**config.mk**
```make
export PLATFORM = sky130hd
export DESIGN_NAME = srcr_regs
export DESIGN_NICKNAME = d
export VERILOG_FILES = /design/src/srcr_pkg.sv /design/src/srcr_regs.sv
export SDC_FILE = /design/constraint.sdc
export NUM_CORES = 1
export LEC_CHECK = 0
export BUFFER_PORTS_ARGS = -buffer_cell sky130_fd_sc_hd__buf_2
export CAP_MARGIN = 20
export CORE_ASPECT_RATIO = 1.1
export CORE_MARGIN = 4
export CORE_UTILIZATION = 30
export CTS_CLUSTER_DIAMETER = 100
export DETAILED_ROUTE_END_ITERATION = 6
export PLACE_DENSITY_LB_ADDON = 0.08
export SYNTH_ARGS = -nofsm -noshare
export SYNTH_HDL_FRONTEND = slang
export SYNTH_SLANG_ARGS = --single-unit
```
**constraint.sdc**
```tcl
create_clock -name sys_clk -period 6.8 [get_ports sys_clk]
set_clock_uncertainty 0.15 [all_clocks]
set_input_delay 1.36 -clock sys_clk [delete_from_list [all_inputs] [get_ports sys_clk]]
set_output_delay 1.36 -clock sys_clk [all_outputs]
set_load 0.05 [all_outputs]
```
**src/srcr_pkg.sv**
```systemverilog
// shared constants for the sysref control register group
package srcr_pkg;
  localparam logic [7:0] ADDR_RATE_DIV   = 8'h38;
  localparam logic [7:0] ADDR_WAIT_CNT   = 8'h3a;
  localparam logic [7:0] ADDR_PULSE_CNT  = 8'h3b;
  localparam logic [7:0] ADDR_MODE       = 8'h3d;
  localparam int         RATE_DIV_LSB    = 4;
  localparam int         OUT_CTRL_LSB    = 3;
  localparam logic [3:0] RST_RATE_DIV    = 4'h0;
  localparam logic [3:0] MAX_RATE_DIV    = 4'hc;
  localparam logic [7:0] RST_WAIT_CNT    = 8'h00;
  localparam logic [7:0] RST_PULSE_CNT   = 8'h01;
  localparam logic [2:0] RST_GEN_MODE    = 3'h3;
  localparam logic [1:0] RST_OUT_CTRL    = 2'h0;
  localparam logic [2:0] MODE_FANOUT     = 3'h0;
  localparam int         STAGE_MAX       = 4096;
endpackage : srcr_pkg

```
**src/srcr_regs.sv**
```systemverilog
// sysref control registers with rate divider and pulse generator
`timescale 1ns/1ps
`default_nettype none

// Summary of operation
// - The sysref rate is divided by two to the 4-bit code after the channel divider, code 0 (reset) is divide-by-one.
// - One rate-divider setting serves every sysref-configured channel.
// - The rate code sits in bits 7:4 at 0x38 and bits 3:0 are reserved.
// - Wait count is at 0x3a, pulse count at 0x3b, and 0x3d holds output control above generation mode.
// - Codes 0 to 12 divide by two to the code and codes 13 to 15 are reserved.
// - The generator waits the wait count in divided ticks between one series and the next, resetting to zero.
// - The pulse count, resetting to one, sets the pulses sent per series.
// - Generation mode zero passes the external sync input out through the two-stage synchroniser and one output register.
module srcr_regs (
  // clock and reset
  input  wire logic       sys_clk,
  input  wire logic       rst_n,
  // configuration port
  input  wire logic       cfg_wr,
  input  wire logic       cfg_rd,
  input  wire logic [7:0] cfg_addr,
  input  wire logic [7:0] cfg_wdata,
  output logic      [7:0] cfg_rdata,
  // sysref path
  input  wire logic       div_tick,
  input  wire logic       external_sync_input,
  output logic            sysref_out,
  output logic      [1:0] sysref_output_control
);
  logic [3:0]  rate_ff, nxt_rate;
  logic [7:0]  wait_ff, nxt_wait, pcnt_ff, nxt_pcnt, rdata_ff, nxt_rdata;
  logic [2:0]  mode_ff, nxt_mode;
  logic [1:0]  octl_ff, nxt_octl;
  logic [11:0] div_ff, nxt_div;
  logic [7:0]  run_ff, nxt_run;
  logic        burst_ff, nxt_burst, out_ff, nxt_out;
  logic        ext_s1_ff, ext_s2_ff, tick_s1_ff, tick_s2_ff, tick_d_ff;
  logic        tick_rise, rate_tick;
  logic [11:0] div_mask;

  // two-stage synchronisers for pin inputs
  always_ff @(posedge sys_clk or negedge rst_n) begin
    if (!rst_n) begin
      ext_s1_ff  <= 1'b0;
      ext_s2_ff  <= 1'b0;
      tick_s1_ff <= 1'b0;
      tick_s2_ff <= 1'b0;
      tick_d_ff  <= 1'b0;
    end else begin
      ext_s1_ff  <= external_sync_input;
      ext_s2_ff  <= ext_s1_ff;
      tick_s1_ff <= div_tick;
      tick_s2_ff <= tick_s1_ff;
      tick_d_ff  <= tick_s2_ff;
    end
  end
  assign tick_rise = tick_s2_ff & ~tick_d_ff;

  // register writes and reads
  always_comb begin
    nxt_rate  = rate_ff;
    nxt_wait  = wait_ff;
    nxt_pcnt  = pcnt_ff;
    nxt_mode  = mode_ff;
    nxt_octl  = octl_ff;
    nxt_rdata = rdata_ff;
    if (cfg_wr) begin
      unique case (cfg_addr)
        srcr_pkg::ADDR_RATE_DIV: begin
          if (cfg_wdata[7:4] <= srcr_pkg::MAX_RATE_DIV) begin
            nxt_rate = cfg_wdata[7:4];
          end
        end
        srcr_pkg::ADDR_WAIT_CNT:  nxt_wait = cfg_wdata;
        srcr_pkg::ADDR_PULSE_CNT: nxt_pcnt = cfg_wdata;
        srcr_pkg::ADDR_MODE: begin
          nxt_mode = cfg_wdata[2:0];
          nxt_octl = cfg_wdata[4:3];
        end
        default: ;
      endcase
    end
    if (cfg_rd) begin
      unique case (cfg_addr)
        srcr_pkg::ADDR_RATE_DIV:  nxt_rdata = {rate_ff, 4'h0};
        srcr_pkg::ADDR_WAIT_CNT:  nxt_rdata = wait_ff;
        srcr_pkg::ADDR_PULSE_CNT: nxt_rdata = pcnt_ff;
        srcr_pkg::ADDR_MODE:      nxt_rdata = {3'h0, octl_ff, mode_ff};
        default:                  nxt_rdata = 8'h00;
      endcase
    end
  end

  always_ff @(posedge sys_clk or negedge rst_n) begin
    if (!rst_n) begin
      rate_ff  <= srcr_pkg::RST_RATE_DIV;
      wait_ff  <= srcr_pkg::RST_WAIT_CNT;
      pcnt_ff  <= srcr_pkg::RST_PULSE_CNT;
      mode_ff  <= srcr_pkg::RST_GEN_MODE;
      octl_ff  <= srcr_pkg::RST_OUT_CTRL;
      rdata_ff <= 8'h00;
    end else begin
      rate_ff  <= nxt_rate;
      wait_ff  <= nxt_wait;
      pcnt_ff  <= nxt_pcnt;
      mode_ff  <= nxt_mode;
      octl_ff  <= nxt_octl;
      rdata_ff <= nxt_rdata;
    end
  end
  assign cfg_rdata             = rdata_ff;
  assign sysref_output_control = octl_ff;

  // one shared divider for all channels
  assign div_mask  = 12'((13'h1 << rate_ff) - 13'h1);

  // divider counter must span the largest legal code
  if (2 ** srcr_pkg::MAX_RATE_DIV > srcr_pkg::STAGE_MAX) begin : g_div_fit
    $error("divider counter too narrow for the largest rate code");
  end
  assign rate_tick = tick_rise && ((div_ff & div_mask) == 12'h000);

  // pulse series: burst of pcnt pulses, then wait divided ticks held low
  always_comb begin
    nxt_div   = div_ff;
    nxt_run   = run_ff;
    nxt_burst = burst_ff;
    nxt_out   = out_ff;
    if (tick_rise) begin
      nxt_div = 12'((div_ff + 12'h001) & div_mask);
    end
    if (mode_ff == srcr_pkg::MODE_FANOUT) begin
      nxt_out   = ext_s2_ff;
      nxt_run   = 8'h00;
      nxt_burst = 1'b1;
    end else if (rate_tick) begin
      if (burst_ff) begin
        nxt_out = ~out_ff;
        if (out_ff) begin
          nxt_run = 8'(run_ff + 8'h01);
          if (8'(run_ff + 8'h01) >= pcnt_ff) begin
            nxt_run   = 8'h00;
            nxt_burst = (wait_ff == 8'h00);
          end
        end
      end else begin
        nxt_out = 1'b0;
        nxt_run = 8'(run_ff + 8'h01);
        if (8'(run_ff + 8'h01) >= wait_ff) begin
          nxt_run   = 8'h00;
          nxt_burst = 1'b1;
        end
      end
    end
  end

  always_ff @(posedge sys_clk or negedge rst_n) begin
    if (!rst_n) begin
      div_ff   <= 12'h000;
      run_ff   <= 8'h00;
      burst_ff <= 1'b1;
      out_ff   <= 1'b0;
    end else begin
      div_ff   <= nxt_div;
      run_ff   <= nxt_run;
      burst_ff <= nxt_burst;
      out_ff   <= nxt_out;
    end
  end
  assign sysref_out = out_ff;

  // checks
  chk_rate_reserved: assert property (@(posedge sys_clk) disable iff (!rst_n)
    rate_ff <= srcr_pkg::MAX_RATE_DIV) else $error("rate code reserved");
  chk_rate_write: assert property (@(posedge sys_clk) disable iff (!rst_n)
    cfg_wr && cfg_addr == srcr_pkg::ADDR_RATE_DIV && cfg_wdata[7:4] < 4'hd
    |=> rate_ff == $past(cfg_wdata[7:4])) else $error("rate not written");
  chk_rate_read: assert property (@(posedge sys_clk) disable iff (!rst_n)
    cfg_rd && cfg_addr == srcr_pkg::ADDR_RATE_DIV
    |=> cfg_rdata == {$past(rate_ff), 4'h0}) else $error("rate readback");
  chk_wait_write: assert property (@(posedge sys_clk) disable iff (!rst_n)
    cfg_wr && cfg_addr == srcr_pkg::ADDR_WAIT_CNT
    |=> wait_ff == $past(cfg_wdata)) else $error("wait not written");
  chk_pcnt_write: assert property (@(posedge sys_clk) disable iff (!rst_n)
    cfg_wr && cfg_addr == srcr_pkg::ADDR_PULSE_CNT
    |=> pcnt_ff == $past(cfg_wdata)) else $error("pulse count");
  chk_octl_write: assert property (@(posedge sys_clk) disable iff (!rst_n)
    cfg_wr && cfg_addr == srcr_pkg::ADDR_MODE
    |=> sysref_output_control == $past(cfg_wdata[4:3]))
    else $error("output control not written");
  chk_mode_read: assert property (@(posedge sys_clk) disable iff (!rst_n)
    cfg_rd && cfg_addr == srcr_pkg::ADDR_MODE
    |=> cfg_rdata[7:5] == 3'h0) else $error("mode reserved bits");
  chk_fanout_path: assert property (@(posedge sys_clk) disable iff (!rst_n)
    mode_ff == srcr_pkg::MODE_FANOUT && $stable(mode_ff)
    |=> sysref_out == $past(ext_s2_ff)) else $error("fanout broken");
  chk_div_one: assert property (@(posedge sys_clk) disable iff (!rst_n)
    rate_ff == 4'h0 && tick_rise && burst_ff
    && mode_ff != srcr_pkg::MODE_FANOUT
    |=> sysref_out != $past(sysref_out)) else $error("div1 wrong");
  chk_shared_div: assert property (@(posedge sys_clk) disable iff (!rst_n)
    rate_tick && rate_ff != 4'h0
    |=> div_ff == 12'h001) else $error("div phase");
  chk_idle_low: assert property (@(posedge sys_clk) disable iff (!rst_n)
    !burst_ff && mode_ff != srcr_pkg::MODE_FANOUT && rate_tick
    |=> !sysref_out) else $error("pulse in wait");
  chk_burst_cap: assert property (@(posedge sys_clk) disable iff (!rst_n)
    burst_ff |-> run_ff < pcnt_ff || pcnt_ff == 8'h00) else $error("overrun");
  cov_fanout: cover property (@(posedge sys_clk) mode_ff == 3'h0 && sysref_out);
  cov_wait: cover property (@(posedge sys_clk) !burst_ff ##1 burst_ff);
  cov_div64: cover property (@(posedge sys_clk) rate_ff == 4'h6 && rate_tick);
  cov_pulse_two: cover property (@(posedge sys_clk)
    pcnt_ff == 8'h02 && !burst_ff && rate_tick);
  cov_rate_refused: cover property (@(posedge sys_clk)
    cfg_wr && cfg_addr == srcr_pkg::ADDR_RATE_DIV
    && cfg_wdata[7:4] > srcr_pkg::MAX_RATE_DIV);
endmodule : srcr_regs

`default_nettype wire

```
==> results of run 1 <==
## flip-flops by register name, summed over array words and instances, names as in the netlist, 2 cells and up
signal and cells:
cfg_rdata 8, div_ff 12, mode_ff 3, pcnt_ff 8, rate_ff 4, run_ff 8, sysref_output_control 2, wait_ff 8
## routing by layer
| layer | share of wire [%] | up-vias |
|---|---|---|
| met2 | 50 | 32 |
| met4 | 1.5 | 0 |
| met1 | 46 | 1342 |
| li1 | - | 1388 |
| met5 | 0 | - |
| met3 | 2.4 | 9 |
## where the power goes
group | switching, mW | internal (mW) | total (mW)
combinational | 0.0617 | 0.0413 | 0.103
clock | 0.165 | 0.340 | 0.505
sequential | 0.0181 | 0.370 | 0.388
total | 0.245 | 0.752 | 0.996
## metrics by stage
step | power [mW] | utilization, % | hold slack [ps]
floorplan | 0.463 | - | 181
global placement | 0.498 | 33.1 | 184
detailed placement | 0.499 | 33.1 | 185
CTS | 1.01 | 36.0 | 197
global route | 1.04 | 36.0 | 216
finish | 0.996 | 36.0 | 195
## cell type report
type / instances / area [µm²] / area share, %
clock buffers: 12 / 256 / 6.18
flip-flops and latches: 60 / 1510 / 36.3
well taps: 150 / 188 / 4.52
inverters: 29 / 109 / 2.62
clock inverters: 4 / 72.6 / 1.75
repair buffers: 33 / 168 / 4.04
multi-input cells: 263 / 1850 / 44.6
## kinds of logic after synthesis
kind of cell / after synthesis / synth area share [%]
AO/OA/AOI/OAI: 95 / 19.0
XOR/XNOR: 11 / 2.71
adder cells (fa/ha/maj): 19 / 6.69
buffers and inverters: 46 / 5.49
flip-flops: 60 / 42.4
multiplexers: 23 / 7.26
AND/OR/NAND/NOR: 115 / 16.5
## worst paths after layout
kind	to	startpoint	slack (ps)	cells after the start
max	run_ff[2]	rate_ff[3]	3140	9
min	tick_s2_ff	tick_s1_ff	190	0
max reg2reg	run_ff[2]	rate_ff[3]	3140	9
min reg2reg	tick_s2_ff	tick_s1_ff	190	0
max in group asynchronous	pcnt_ff[2]	rst_n	4920	2
min in group asynchronous	tick_d_ff	rst_n	1060	2
## cell usage in the layout, fill, tap and decap left out, types with 5 or more instances in the layout
| cell | count |
|---|---|
| xnor2_1 | 6 |
| nor2b_1 | 6 |
| nor2_1 | 16 |
| a21oi_1 | 12 |
| dfrtp_1 | 56 |
| ha_1 | 19 |
| nand2_1 | 37 |
| a22oi_1 | 5 |
| and3_1 | 6 |
| buf_2 | 32 |
| o21ai_0 | 20 |
| clkbuf_16 | 9 |
| nand2b_1 | 9 |
| nor3_1 | 6 |
| xor2_1 | 5 |
| mux2_2 | 21 |
| inv_1 | 29 |
| nand3_1 | 13 |
| o21ai_1 | 6 |
| o22ai_1 | 8 |
==> results.py, run 1 <==
metrics = {
    "logic_synthesis": {
        "synth_warnings": 0,
        "synth_enable_flop_cells": 0,
        "ys_seq_area_share_pct": 42.4,
        "syn-num-nets": 410,
        "ys_seq_elements": 60,
        "yosysUniqueCellTypes": 64,
        "ys_async_sr_fraction_pct": 100,
        "synth_area_leader_cell": "dfrtp_1",
        "synthTopCellsByArea": "dfrtp_1, ha_1, mux2_2",
        "netlist_instances": 369,
        "syn_area_um2": 3550,
        "yosysTopAreaCellShare_pct": 39.5,
        "synth_common_cells": "dfrtp_1, nand2_1, inv_1",
        "ys.flop_type": "dfrtp_1",
        "synth_most_common_cell": "dfrtp_1",
        "avgSynthCellArea_um2": 9.63,
    },
    "finish": {
        "nets": 437,
        "fin_area_um2": 4150,
        "fin_cells": 551,
        "fillCellCount": 1214,
        "syn2layout_area_growth_pct": 16.8,
        "diodes": 0,
        "drive_above_1_share_pct": 20.4,
    },
    "cts": {
        "clock_sinks": 60,
        "path_clk_slew_ps": 60,
        "htreeDepth": 3,
        "clk_path_buf_depth": 2,
        "cts_resized": 0,
        "cts_made_buffers": 9,
        "cts_setup_buffers": 0,
        "cts-hold-fix-buffers": 0,
        "cts_root_buffer": "clkbuf_16",
        "worst_skew_pair.late_latency_ps": 330,
        "cts_tree": "yes",
    },
    "global_route": {
        "grt_pass1_vias": 2836,
        "grt_max_degree": 61,
        "grtUsageTotal_pct": 13.8,
        "grt_overflow": 0,
        "gr-usage-met1_pct": 16.9,
        "grtUsageMet3_pct": 2.68,
        "grtUsageMet2_pct": 23.4,
        "top_usage_layer": "met2",
        "grt_pass1_wl_um": 14700,
        "antenna_found_initial": 0,
    },
    "critical_path": {
        "cp_cell_sequence": "or4_1, ha_1, or2_1, o31ai_1, a32oi_1, o2111a_1, a31oi_2, o21bai_1, a22o_1",
        "worstPathArrival_ps": 3770,
        "cp_slowest_stage_delay_ps": 610,
        "endpoint_kind": "flop",
        "crit_type": "reg -> reg",
        "cp_slowest_cell": "dfrtp_1",
        "worst-path-buf-inv": 0,
        "critPathMaxFanout": 23,
        "worstPathRequired_ps": 6910,
        "critical-path-top-delay-family": "compound AO/OA/AOI/OAI gates",
        "worstSetupStartpointType": "flop",
    },
    "die": {
        "ioPinCount": 33,
        "start_util_pct": 30.8,
        "num_rows": 41,
        "die-area_um2": 13600,
        "dieHeight_um": 122,
        "die_x_um": 112,
        "fp.coreArea_um2": 11500,
    },
    "timing": {
        "drv_slew": 0,
        "finalSetupViolCount": 0,
        "fmax_mhz": 273,
        "fin_crit_ps": 3660,
        "setup-tns-final_ps": 0,
        "relSlewSlack_pct": 38.3,
        "hold_violations": 0,
        "finalWorstSetupSlack_ps": 3140,
        "tightestPinTransition_ps": 919,
        "rsz0062_at_grt": "no",
        "post-route-period-util_pct": 53.8,
    },
    "run_status": {
        "status": "complete, no violations",
    },
    "routing": {
        "wirelength_um": 8780,
        "first_pass_iters": 4,
        "vias": 2771,
        "post-route-drc-count": 0,
        "drtIter0Drc": 142,
        "avgViaCountPerCell": 5.03,
        "final_antenna_net_count": 0,
        "routedWlPerCell_um": 15.9,
    },
    "min_path": {
        "hp-class": "reg -> reg",
    },
    "placement": {
        "hpwlAfterDp_um": 6370,
        "pre_cts_ws_ps": 3160,
        "place_area_um2": 3820,
        "dpl.cell_count": 535,
        "routabilityCongestion": 0.736,
        "port_buffers": 32,
    },
    "power_and_ir_drop": {
        "p_leak_nw": 1.83,
        "irDropWorstVdd_mv": 0.118,
        "power_density_nw_per_um2": 240,
    },
    "run": {
        "max_cap_violations": 0,
    },
}
(Power assumes the default switching activity.)
==> run 2: changes to the inputs <==
Settings changed: ABC_AREA from default to 1.
Clock period 6.8 ns to 3 ns, I/O delays scaled along.
==> run 2 against run 1 <==
  * Critical path depth increased by 4
  * Maximum frequency is 40% higher
  * Total power up 120%
  * Area after synthesis decreased by 0.77%
  * Final area grew 0.27%
  * Largest power group unchanged
  * Worst setup slack worse by 2800 ps
  * Via count grew 11%
  * Global-route usage is 0.39 points higher
  * Highest routed layer unchanged
  * Register-to-register slack lost 2800 ps
  * Critical path type unchanged
  * Sequential share of layout area fell by 0.098 points
  * Hold slack got worse by 47 ps
==> results.py, run 2 <==
metrics = {
    "power_and_ir_drop": {
        "power_density_nw_per_um2": 522,
        "p_leak_nw": 2.02,
        "irDropWorstVdd_mv": 0.259,
        "power.total_mw": 2.17,
    },
    "timing": {
        "whs_ps": 148,
        "finalSetupViolCount": 0,
        "setup-tns-final_ps": 0,
        "rsz0062_at_grt": "no",
        "hold_violations": 0,
        "fin_crit_ps": 2610,
        "post-route-period-util_pct": 87.0,
        "drv_slew": 0,
        "fmax_mhz": 383,
        "relSlewSlack_pct": 43.8,
        "tightestPinTransition_ps": 830,
    },
    "placement": {
        "place_area_um2": 3860,
        "port_buffers": 32,
        "hpwlAfterDp_um": 6800,
        "routabilityCongestion": 0.801,
    },
    "min_path": {
        "hp-class": "in -> async",
    },
    "global_route": {
        "grt_pass1_vias": 3161,
        "grt_max_degree": 36,
        "antenna_found_initial": 0,
        "grt_overflow": 0,
        "grt_pass1_wl_um": 15400,
        "grtUsageTotal_pct": 14.2,
    },
    "finish": {
        "final-seq-area_um2": 1510,
        "syn2layout_area_growth_pct": 18.1,
        "fillCellCount": 1282,
        "largest_reg_flops": 12,
        "multi_input_area_um2": 1750,
        "final_cell_mix": "nand2_1, inv_1, dfrtp_1, o21ai_0, nor2_1",
        "nets": 542,
        "final_common_cell": "nand2_1",
        "diodes": 0,
        "regMostFlops": "div_ff",
        "final_util_pct": 36.2,
        "drive_above_1_share_pct": 14.5,
        "fin_area_um2": 4160,
    },
    "critical_path": {
        "worstPathRequired_ps": 3110,
        "endpoint_kind": "flop",
        "worstSetupStartpointType": "flop",
        "critPathMaxFanout": 8,
        "worstPathArrival_ps": 2720,
        "crit_type": "reg -> reg",
    },
    "die": {
        "start_util_pct": 30.7,
        "num_rows": 41,
        "ioPinCount": 33,
        "dieHeight_um": 122,
        "die-area_um2": 13500,
        "fp.coreArea_um2": 11500,
        "die_x_um": 111,
    },
    "run_status": {
        "status": "complete, no violations",
    },
    "routing": {
        "final_antenna_net_count": 0,
        "first_pass_iters": 4,
        "wirelength_um": 8770,
        "vias": 3075,
        "routedWlPerCell_um": 13.4,
        "post-route-drc-count": 0,
        "drtIter0Drc": 106,
        "avgViaCountPerCell": 4.69,
    },
    "logic_synthesis": {
        "syn_area_um2": 3520,
        "synth_area_leader_cell": "dfrtp_1",
        "synth_warnings": 0,
        "synthTopCellsByArea": "dfrtp_1, nand2_1, ha_1",
        "yosysUniqueCellTypes": 38,
        "synth_common_cells": "nand2_1, inv_1, dfrtp_1",
        "ys_seq_elements": 60,
        "yosysTopAreaCellShare_pct": 39.8,
        "ys.flop_type": "dfrtp_1",
        "synth_most_common_cell": "nand2_1",
        "synth_enable_flop_cells": 0,
        "ys_seq_area_share_pct": 42.7,
        "ys_async_sr_fraction_pct": 100,
        "avgSynthCellArea_um2": 7.63,
        "syn-num-nets": 503,
        "netlist_instances": 462,
    },
    "cts": {
        "path_clk_slew_ps": 50,
        "worst_skew_pair.late_latency_ps": 320,
        "clock_sinks": 60,
        "cts_setup_buffers": 0,
        "clk_path_buf_depth": 2,
        "cts_root_buffer": "clkbuf_16",
        "htreeDepth": 3,
        "cts_tree": "yes",
        "cts_made_buffers": 9,
    },
    "run": {
        "max_cap_violations": 0,
    },
}
[run 2: cell types whose count changed in the layout (fill, tap and decap cells not counted), moves of 6 or more]
cell and delta:
nand4_1 +6, a21oi_1 +9, nor2b_1 -6, mux2_2 -21, nand2_1 +94, o21ai_0 +19
nand2b_1 -9, nor2_1 +18, nand3_1 +17, o22ai_1 -6, inv_1 +28, and3_1 -6
[run 2: what timing repair did]
| action | CTS | global route |
|---|---|---|
| hold buffers | 0 | 0 |
| endpoints found under the setup margin | 0 | 8 |
| gates resized for setup | 0 | 2 |
[run 2: per-layer routing]
| metal | routed length [µm] | track usage [%] |
|---|---|---|
| met4 | 84 | 4.33 |
| met3 | 183 | 3.08 |
| met2 | 4670 | 26.4 |
| met1 | 3830 | 16.2 |
| met5 | 0 | 0 |
[run 2: cell families (layout without fill, tap and decap cells)]
logic type	after synthesis	count (layout)	share of synthesized area, %
AO/OA/AOI/OAI	76	76	11.5
XOR/XNOR	7	7	1.74
adder cells (fa/ha/maj)	19	19	6.74
buffers and inverters	68	111	7.81
flip-flops	60	60	42.7
AND/OR/NAND/NOR	232	232	29.5
[run 2: final timing paths]
check                                 from    endpoint  slack [ps]  depth (start not counted)
worst min-delay path                 rst_n   tick_d_ff         150                          1
worst max-delay path             run_ff[0]   run_ff[4]         390                         13
worst min register to register  tick_s1_ff  tick_s2_ff         200                          0
worst max register to register   run_ff[0]   run_ff[4]         390                         13
min in group sys_clk            tick_s1_ff  tick_s2_ff         200                          0
max in group asynchronous            rst_n  pcnt_ff[0]        1860                          2
[run 2: worst max-delay path, cell delays in order, from the launching register on]
cell     delay [ps]
dfrtp_1         430
nand3_1         190
nor3b_2         250
nand2_1          90
xnor2_1         250
ha_1            300
a21oi_1         160
o21a_1          140
nand3_1         100
nand2_1          80
nand2_2         130
nor2_1          120
nand3_1          80
nand2_1          80
[run 2: area by class of cell]
cell class                      instances  area share (%)
Clock buffer                           11            5.83
Inverter                               61            5.50
Sequential cell                        60            36.2
Multi-Input combinational cell        334            42.1
Timing Repair Buffer                   35            4.69
Clock inverter                          4            1.20
Tap cell                              150            4.51
[run 2: per-stage QoR]
| step | std cells | worst slack, ps |
|---|---|---|
| global placement | 640 | 322 |
| global route | 655 | 60.0 |
| finish | 655 | 389 |
| floorplan | 462 | 658 |
| CTS | 655 | 208 |
| detailed placement | 640 | 227 |
[run 2: power breakdown]
group	internal [mW]	switching (mW)	leakage, nW
logic	0.0866	0.193	1.07
registers	0.842	0.0275	0.806
clock network	0.659	0.362	0.138
